`config.mk`:
```
export PLATFORM = sky130hd
export DESIGN_NAME = mism_irq
export DESIGN_NICKNAME = d
export VERILOG_FILES = /design/src/common/mism_pkg.sv /design/src/rtl/mism_temp_flag.sv /design/src/rtl/mism_irq.sv
export SDC_FILE = /design/constraint.sdc
export NUM_CORES = 1
export LEC_CHECK = 0
export BUFFER_PORTS_ARGS = -buffer_cell sky130_fd_sc_hd__buf_2
export CAP_MARGIN = 5
export CORE_MARGIN = 2
export CORE_UTILIZATION = 57
export CTS_BUF_LIST = sky130_fd_sc_hd__clkbuf_16
export CTS_CLUSTER_DIAMETER = 150
export DETAILED_ROUTE_END_ITERATION = 7
export GPL_TIMING_DRIVEN = 0
export PLACE_DENSITY = 0.81
export REMOVE_ABC_BUFFERS = 1
export SYNTH_ARGS = -nofsm -noshare
export SYNTH_HDL_FRONTEND = slang
export SYNTH_SLANG_ARGS = --single-unit
```
`constraint.sdc`:
```
create_clock -name clk -period 2.9 [get_ports clk]
set_input_delay 0 -clock clk [delete_from_list [all_inputs] [get_ports clk]]
set_output_delay 0 -clock clk [all_outputs]
set_load 0.05 [all_outputs]
```
`src/common/mism_pkg.sv`:
```
// ============================================================
// register map and field layout
package mism_pkg;
    localparam logic [7:0] MISM_OFS_VOLT_STATUS  = 8'h01;
    localparam logic [7:0] MISM_OFS_THERM_STATUS = 8'h02;
    localparam logic [7:0] MISM_OFS_VOLT_MASK    = 8'h03;
    localparam logic [7:0] MISM_OFS_THERM_MASK   = 8'h04;

    localparam logic [7:0] MISM_RST_VOLT_STATUS  = 8'h00;
    localparam logic [7:0] MISM_RST_THERM_STATUS = 8'h00;
    localparam logic [7:0] MISM_RST_VOLT_MASK    = 8'h00;
    localparam logic [7:0] MISM_RST_THERM_MASK   = 8'h00;
    localparam logic [7:0] MISM_RST_RDATA        = 8'h00;

    // first status register fields
    localparam int MISM_BIT_VOLT_LO   = 0;
    localparam int MISM_NUM_VOLT      = 7;
    localparam int MISM_BIT_ALERT_IN  = 7;

    // second status register fields
    localparam int MISM_BIT_HOT       = 0;
    localparam int MISM_BIT_BOARD     = 1;
    localparam int MISM_BIT_TACH1     = 2;
    localparam int MISM_BIT_TACH2     = 3;
    localparam int MISM_BIT_CHASSIS   = 4;
    localparam int MISM_BIT_OVERTEMP  = 5;

    // second mask register mode fields
    localparam int MISM_BIT_HOT_MODE  = 6;
    localparam int MISM_BIT_OS_MODE   = 7;

    // bits of the second register that take part in status and masking
    localparam logic [7:0] MISM_THERM_LIVE = 8'h3f;
endpackage : mism_pkg

```
`src/rtl/mism_temp_flag.sv`:
```
`timescale 1ns/1ps
// ============================================================
// temperature event generator, default or one-time mode
module mism_temp_flag
    import mism_pkg::*;
(
    input  wire logic clk,
    input  wire logic arst_n,
    input  wire logic one_time_mode,
    input  wire logic halt,
    input  wire logic conv_done,
    input  wire logic above_limit,
    input  wire logic below_hyst,
    output logic      set_q
);
    logic hot_q;
    logic conv_live;
    logic set_d;

    assign conv_live = conv_done & ~halt;

    // ============================================================
    // hysteresis state: over limit until below hysteresis
    always_ff @(posedge clk or negedge arst_n) begin
        if (!arst_n) begin
            hot_q <= 1'b0;
        end else if (conv_live) begin
            if (above_limit) begin
                hot_q <= 1'b1;
            end else if (below_hyst) begin
                hot_q <= 1'b0;
            end
        end
    end

    // ============================================================
    // event selection
    always_comb begin
        set_d = 1'b0;
        if (conv_live) begin
            if (one_time_mode) begin
                set_d = above_limit & ~hot_q;
            end else begin
                set_d = above_limit | (hot_q & ~below_hyst);
            end
        end
    end

    always_ff @(posedge clk or negedge arst_n) begin
        if (!arst_n) begin
            set_q <= 1'b0;
        end else begin
            set_q <= set_d;
        end
    end
endmodule : mism_temp_flag

```
`src/rtl/mism_irq.sv`:
```
`timescale 1ns/1ps
// What this block does
// - a voltage channel whose reading breaks its high or low limit sets its bit 0..6 of the first status register.
// - a low level on the external alert input sets bit 7 of the first status register.
// - a hot limit violation sets bit 0 of the second status register in the mode chosen by mask 2 bit 6.
// - an alert on the board temperature input sets bit 1 of the second status register.
// - the first and second tach over-limit events set bits 2 and 3 of the second status register.
// - a high chassis intrusion input sets bit 4 of the second status register.
// - an overtemperature limit violation sets bit 5 of the second status register in the mode chosen by mask 2 bit 7.
// - a mask bit at one keeps its status bit from raising the interrupt output.
// - both status and both mask registers are zero after power-on.
// - the interrupt output is driven only while interrupt enable is one.
// - while interrupt clear is one the output is off and monitoring stops, status kept, resuming when it drops.
// - in default temperature mode a read clears the bit and each later conversion sets it until below hysteresis.
// - in one-time temperature mode one event is raised per crossing above the limit after dropping below hysteresis.
module mism_irq
    import mism_pkg::*;
(
    input  wire logic       clk,
    input  wire logic       arst_n,
    input  wire logic [7:0] reg_addr,
    input  wire logic       reg_wr,
    input  wire logic [7:0] reg_wdata,
    input  wire logic       reg_rd,
    output logic [7:0]      reg_rdata_q,
    input  wire logic       int_enable,
    input  wire logic       int_clear,
    input  wire logic       conv_done,
    input  wire logic [6:0] voltage_limit_viol,
    input  wire logic       alert_in_n,
    input  wire logic       hot_above_limit,
    input  wire logic       hot_below_hyst,
    input  wire logic       os_above_limit,
    input  wire logic       os_below_hyst,
    input  wire logic       board_temp_alert_input_n,
    input  wire logic       first_tach_over,
    input  wire logic       second_tach_over,
    input  wire logic       chassis_intrusion_input,
    output logic            int_active_q,
    output logic            overtemp_shutdown_flag_q
);
    logic [7:0] volt_status_q;
    logic [7:0] volt_status_d;
    logic [7:0] therm_status_q;
    logic [7:0] therm_status_d;
    logic [7:0] volt_mask_q;
    logic [7:0] therm_mask_q;
    logic [7:0] volt_set;
    logic [7:0] therm_set;
    logic [7:0] volt_clr;
    logic [7:0] therm_clr;
    logic       monitor_on;
    logic       hot_set;
    logic       os_set;
    logic       pending;
    logic       wr_volt_mask;
    logic       wr_therm_mask;
    logic       rd_volt_status;
    logic       rd_therm_status;
    logic [7:0] volt_mask_d;
    logic [7:0] therm_mask_d;
    logic [7:0] rdata_d;
    logic       volt_pending;
    logic       therm_pending;
    logic       int_active_d;
    logic       os_flag_d;
    logic [7:0] therm_pin_set;
    logic [7:0] therm_temp_set;

    // ============================================================
    // helpers
    function automatic logic hit(input logic [7:0] addr, input logic [7:0] ofs);
        hit = (addr == ofs);
    endfunction : hit

    function automatic logic [7:0] merge(input logic [7:0] cur, input logic [7:0] clr,
                                         input logic [7:0] set, input logic [7:0] live);
        merge = ((cur & ~clr) | set) & live;
    endfunction : merge

    function automatic logic strobe_hit(input logic strobe, input logic [7:0] addr, input logic [7:0] ofs);
        strobe_hit = strobe & hit(addr, ofs);
    endfunction : strobe_hit

    function automatic logic any_unmasked(input logic [7:0] status, input logic [7:0] mask,
                                          input logic [7:0] live);
        any_unmasked = |(status & ~mask & live);
    endfunction : any_unmasked

    // ============================================================
    // monitoring gate
    always_comb begin
        monitor_on = ~int_clear;
    end

    // ============================================================
    // register write strobes
    always_comb begin
        wr_volt_mask = strobe_hit(reg_wr, reg_addr, MISM_OFS_VOLT_MASK);
        wr_therm_mask = strobe_hit(reg_wr, reg_addr, MISM_OFS_THERM_MASK);
    end

    // ============================================================
    // register read strobes
    always_comb begin
        rd_volt_status = strobe_hit(reg_rd, reg_addr, MISM_OFS_VOLT_STATUS);
        rd_therm_status = strobe_hit(reg_rd, reg_addr, MISM_OFS_THERM_STATUS);
    end

    // ============================================================
    // temperature sources
    mism_temp_flag u_hot (
        .clk           (clk),
        .arst_n        (arst_n),
        .one_time_mode (therm_mask_q[MISM_BIT_HOT_MODE]),
        .halt          (int_clear),
        .conv_done     (conv_done),
        .above_limit   (hot_above_limit),
        .below_hyst    (hot_below_hyst),
        .set_q         (hot_set)
    );

    mism_temp_flag u_os (
        .clk           (clk),
        .arst_n        (arst_n),
        .one_time_mode (therm_mask_q[MISM_BIT_OS_MODE]),
        .halt          (int_clear),
        .conv_done     (conv_done),
        .above_limit   (os_above_limit),
        .below_hyst    (os_below_hyst),
        .set_q         (os_set)
    );

    // ============================================================
    // voltage and alert event collection
    always_comb begin
        volt_set = 8'h00;
        if (monitor_on) begin
            volt_set[MISM_BIT_VOLT_LO +: MISM_NUM_VOLT] = voltage_limit_viol;
            volt_set[MISM_BIT_ALERT_IN] = ~alert_in_n;
        end
    end

    // ============================================================
    // pin and fan events of the second status register
    always_comb begin
        therm_pin_set = 8'h00;
        if (monitor_on) begin
            therm_pin_set[MISM_BIT_BOARD] = ~board_temp_alert_input_n;
            therm_pin_set[MISM_BIT_TACH1] = first_tach_over;
            therm_pin_set[MISM_BIT_TACH2] = second_tach_over;
            therm_pin_set[MISM_BIT_CHASSIS] = chassis_intrusion_input;
        end
    end

    // ============================================================
    // temperature events of the second status register
    always_comb begin
        therm_temp_set = 8'h00;
        if (monitor_on) begin
            therm_temp_set[MISM_BIT_HOT] = hot_set;
            therm_temp_set[MISM_BIT_OVERTEMP] = os_set;
        end
    end

    // ============================================================
    // second status register events together
    always_comb begin
        therm_set = therm_pin_set | therm_temp_set;
    end

    // ============================================================
    // read clears the voltage status register; a set in the same cycle wins
    always_comb begin
        volt_clr = 8'h00;
        if (rd_volt_status) begin
            volt_clr = 8'hff;
        end
        volt_status_d = merge(volt_status_q, volt_clr, volt_set, 8'hff);
    end

    // ============================================================
    // read clears the thermal status register; a set in the same cycle wins
    always_comb begin
        therm_clr = 8'h00;
        if (rd_therm_status) begin
            therm_clr = 8'hff;
        end
        therm_status_d = merge(therm_status_q, therm_clr, therm_set, MISM_THERM_LIVE);
    end

    // ============================================================
    // voltage status register, host writes have no effect
    always_ff @(posedge clk or negedge arst_n) begin
        if (!arst_n) begin
            volt_status_q <= MISM_RST_VOLT_STATUS;
        end else begin
            volt_status_q <= volt_status_d;
        end
    end

    // ============================================================
    // thermal status register, host writes have no effect
    always_ff @(posedge clk or negedge arst_n) begin
        if (!arst_n) begin
            therm_status_q <= MISM_RST_THERM_STATUS;
        end else begin
            therm_status_q <= therm_status_d;
        end
    end

    // ============================================================
    // voltage mask register
    always_comb begin
        volt_mask_d = volt_mask_q;
        if (wr_volt_mask) begin
            volt_mask_d = reg_wdata;
        end
    end

    always_ff @(posedge clk or negedge arst_n) begin
        if (!arst_n) begin
            volt_mask_q <= MISM_RST_VOLT_MASK;
        end else begin
            volt_mask_q <= volt_mask_d;
        end
    end

    // ============================================================
    // thermal mask register, bits 6 and 7 pick the temperature modes
    always_comb begin
        therm_mask_d = therm_mask_q;
        if (wr_therm_mask) begin
            therm_mask_d = reg_wdata;
        end
    end

    always_ff @(posedge clk or negedge arst_n) begin
        if (!arst_n) begin
            therm_mask_q <= MISM_RST_THERM_MASK;
        end else begin
            therm_mask_q <= therm_mask_d;
        end
    end

    // ============================================================
    // read data, unmapped addresses return zero, held between reads
    always_comb begin
        rdata_d = reg_rdata_q;
        if (reg_rd) begin
            case (reg_addr)
                MISM_OFS_VOLT_STATUS:  rdata_d = volt_status_q;
                MISM_OFS_THERM_STATUS: rdata_d = therm_status_q & MISM_THERM_LIVE;
                MISM_OFS_VOLT_MASK:    rdata_d = volt_mask_q;
                MISM_OFS_THERM_MASK:   rdata_d = therm_mask_q;
                default:               rdata_d = MISM_RST_RDATA;
            endcase
        end
    end

    always_ff @(posedge clk or negedge arst_n) begin
        if (!arst_n) begin
            reg_rdata_q <= MISM_RST_RDATA;
        end else begin
            reg_rdata_q <= rdata_d;
        end
    end

    // ============================================================
    // unmasked pending sources
    always_comb begin
        volt_pending = any_unmasked(volt_status_q, volt_mask_q, 8'hff);
        therm_pending = any_unmasked(therm_status_q, therm_mask_q, MISM_THERM_LIVE);
        pending = volt_pending | therm_pending;
    end

    // ============================================================
    // interrupt output
    always_comb begin
        int_active_d = pending & int_enable & ~int_clear;
    end

    always_ff @(posedge clk or negedge arst_n) begin
        if (!arst_n) begin
            int_active_q <= 1'b0;
        end else begin
            int_active_q <= int_active_d;
        end
    end

    // ============================================================
    // overtemperature flag, a copy of the status bit
    always_comb begin
        os_flag_d = therm_status_q[MISM_BIT_OVERTEMP];
    end

    always_ff @(posedge clk or negedge arst_n) begin
        if (!arst_n) begin
            overtemp_shutdown_flag_q <= 1'b0;
        end else begin
            overtemp_shutdown_flag_q <= os_flag_d;
        end
    end
endmodule : mism_irq

```
==> metrics.yaml <==
worst_setup_path:
  r2r-start: "volt_status_q[5]$_DFF_PN0_"
  required_ns: 3.07
  start_kind: "primary input"
  arrival_ns: 1.95
  path_class: "primary input to register"
  crit_path_cell_trace: "buf_2 -> or4_4 -> nor3_2 -> nand3_1 -> o2bb2ai_1 -> dlygate4sd3_1"
  r2r_slack_ns: 1.26
  end_kind: "register"
  critPathMaxFanout: 8
  reg2reg_depth: 5
  worst-path-buf-inv: 2
  slowest_stage: "or4_4"
  rr_endpoint: "int_active_q$_DFF_PN0_"
  slowest_delay_ns: 0.57
  cp_num_cells: 6
  crit_family: "simple AND/OR/NAND/NOR gates"
placed_design:
  gp_congestion: 0.846
  place_ws_ns: 1.11
  placed_area_um2: 2310
  hpwl_mm: 3.38
  port_buffers: 48
cts:
  clock_latency_ns: 0.28
  clk_pin_slew_ns: 0.06
  cts_max_level: 2
  cts-root-buf: "clkbuf_16"
  numClockSinks: 44
  cts_buffers: 5
  cts_tree: "yes"
  max-clock-path-buffers: 2
yosys:
  ys.flop_type: "dfrtp_1"
  synthArstFlopShare_pct: 100
  ys_ff_latch: 44
  syn_area_per_cell_um2: 11.4
  ys_types: 32
  ys_seq_area_share_pct: 53.7
  synth_area_um2: 2050
  yosys_warnings: 0
  netlist_instances: 180
  synth_edf_count: 0
die:
  fp-row-count: 21
  die_w_um: 64.0
  start_util_pct: 60.5
  core_um2: 3390
  die_h_um: 64.0
  pin_count: 49
  dieArea_um2: 4090
sta:
  clock_skew_ns: 0.00226
  hold_violations: 1
  grt_setup_unrepaired: "false"
  finalSetupViolCount: 0
  tns_ns: 0
  period_share_pct: 61.5
  fmax_mhz: 561
  timing.final.crit_period_ns: 1.78
  hold_ws_ns: -0.00297
  slew_viol_final: 0
  fin_ws_ns: 1.12
  tightest_slew_ns: 0.955
  relSlewSlack_pct: 36.3
final_layout:
  syn2layout_area_growth_pct: 32.4
  drive_gt1_share_pct: 31.6
  fin_nets: 294
  design_area_um2: 2720
  num_antenna_cells: 0
outcome:
  status: "complete, but fails checks"
  violations: "negative hold slack"
worst_hold_path:
  hold-path-endpoint: "u_hot.set_q$_DFF_PN0_"
  worstHoldPathType: "primary input to register"
  holdPathStages: 3
  hold_start: "conv_done"
route:
  drc_errors: 0
  wl_met2_mm: 2.59
  wirelength_met1_mm: 2.18
  vias: 1719
  vias_per_cell: 5.69
  top_layer: "met4"
  wl_met3_um: 390
  wirelength_mm: 5.23
  wl_per_cell_um: 17.3
  drtIter0Drc: 90
  ant_nets: 0
  dr.pass1.iters: 4
global_route:
  antenna_found_initial: 0
  grt_pass1_wl_mm: 8.89
  overflow: 0
  grt_max_degree: 45
  groute.usage.overall_pct: 28.7
  grt_pass1_vias: 1836
power_and_ir_drop:
  leakage_uw: 0.00135
  peakVddDrop_uv: 457
  powerDensity_nw_per_um2: 504
flow_run:
  maxCapViolCount: 0
## worst max path at each step
stage	start	endpoint
2_1_floorplan	reg_addr[5]	therm_mask_q[0]$_DFFE_PN0P_
6_report	reg_addr[5]	volt_status_q[7]$_DFF_PN0_
3_3_place_gp	reg_addr[5]	therm_mask_q[3]$_DFFE_PN0P_
4_1_cts	reg_addr[5]	volt_status_q[7]$_DFF_PN0_
5_1_grt	reg_addr[5]	volt_status_q[7]$_DFF_PN0_
3_5_place_dp	reg_addr[5]	therm_mask_q[7]$_DFFE_PN0P_
## metrics by stage
stage	total power (uW)	std cells	util [%]
after floorplan	744	173	-
after global placement	809	267	68.0
after detailed placement	816	267	68.0
after CTS	1370	302	80.1
after global routing	1420	302	80.1
final	1370	302	80.1
## cell families (layout without fill, tap and decap cells)
group                     Yosys count  count (layout)  synth area share [%]
DFF                                44              44                  53.7
muxes                              21              21                  11.5
xor gates and xnor gates            1               1                 0.427
and+or+nand+nor                    38              38                  10.7
buffers and inverters              28             104                  5.92
AOI/OAI and AO/OA                  48              48                  17.8
## what timing repair did
action | in CTS | in global routing
setup buffers | 0 | 0
endpoints found under the hold margin | 75 | 0
hold buffers | 27 | 0
resized for setup | 0 | 0
## layout make-up
type | instances | area [um^2]
Tap cell | 46 | 57.6
Multi-Input combinational cell | 108 | 828
Inverter | 21 | 78.8
Clock buffer | 5 | 125
Fill cell | 201 | 674
Sequential cell | 44 | 1100
Timing Repair Buffer | 75 | 510
Clock inverter | 3 | 13.8
## sequential cells by signal, summed over array words and instances, names as in the netlist
name / cells
u_os.hot_q: 1
therm_status_q: 6
int_active_q: 1
u_hot.hot_q: 1
u_os.set_q: 1
overtemp_shutdown_flag_q: 1
therm_mask_q: 8
reg_rdata_q: 8
volt_mask_q: 8
volt_status_q: 8
u_hot.set_q: 1
## synthesized netlist by cell type, types with 3 or more instances
master	count	area (um^2)
nor2b_1	3	18.8
nor2_1	7	26.3
inv_1	21	78.8
nand2_1	14	52.6
dfrtp_1	44	1100
o22ai_1	8	50.1
a21oi_1	4	20.0
a22o_1	19	166
clkbuf_1	4	15.0
mux2_2	21	236
a31oi_1	5	31.3
## layout by cell type (no fill, tap or decap), types with 7 or more instances in the layout
master,count
nor2_1,7
dlygate4sd3_1,27
mux2_2,21
nand2_1,14
o22ai_1,8
a22o_1,19
dfrtp_1,44
buf_2,48
inv_1,21
## worst register-to-register path, stage by stage, from the launching register on
cell           delay [ns]
dfrtp_1              0.38
inv_1                0.06
o22ai_1              0.19
nor3_1               0.08
a311oi_1             0.28
dlygate4sd3_1        0.58
## power by group
| group | total (uW) | switching, uW | internal, uW | leakage [uW] |
|---|---|---|---|---|
| clock network | 531 | 219 | 312 | 0.0000710 |
| registers | 661 | 20.7 | 640 | 0.000520 |
| logic | 176 | 93.4 | 82.7 | 0.000760 |
| total | 1370 | 333 | 1040 | 0.00135 |
## metal layers
| metal | up-vias | track usage, % |
|---|---|---|
| li1 | 801 | - |
| met1 | 823 | 36.0 |
| met2 | 87 | 48.3 |
| met3 | 8 | 7.22 |
| met4 | 0 | 10.3 |
| met5 | - | 0 |
Power figures use the tool's default switching activity.
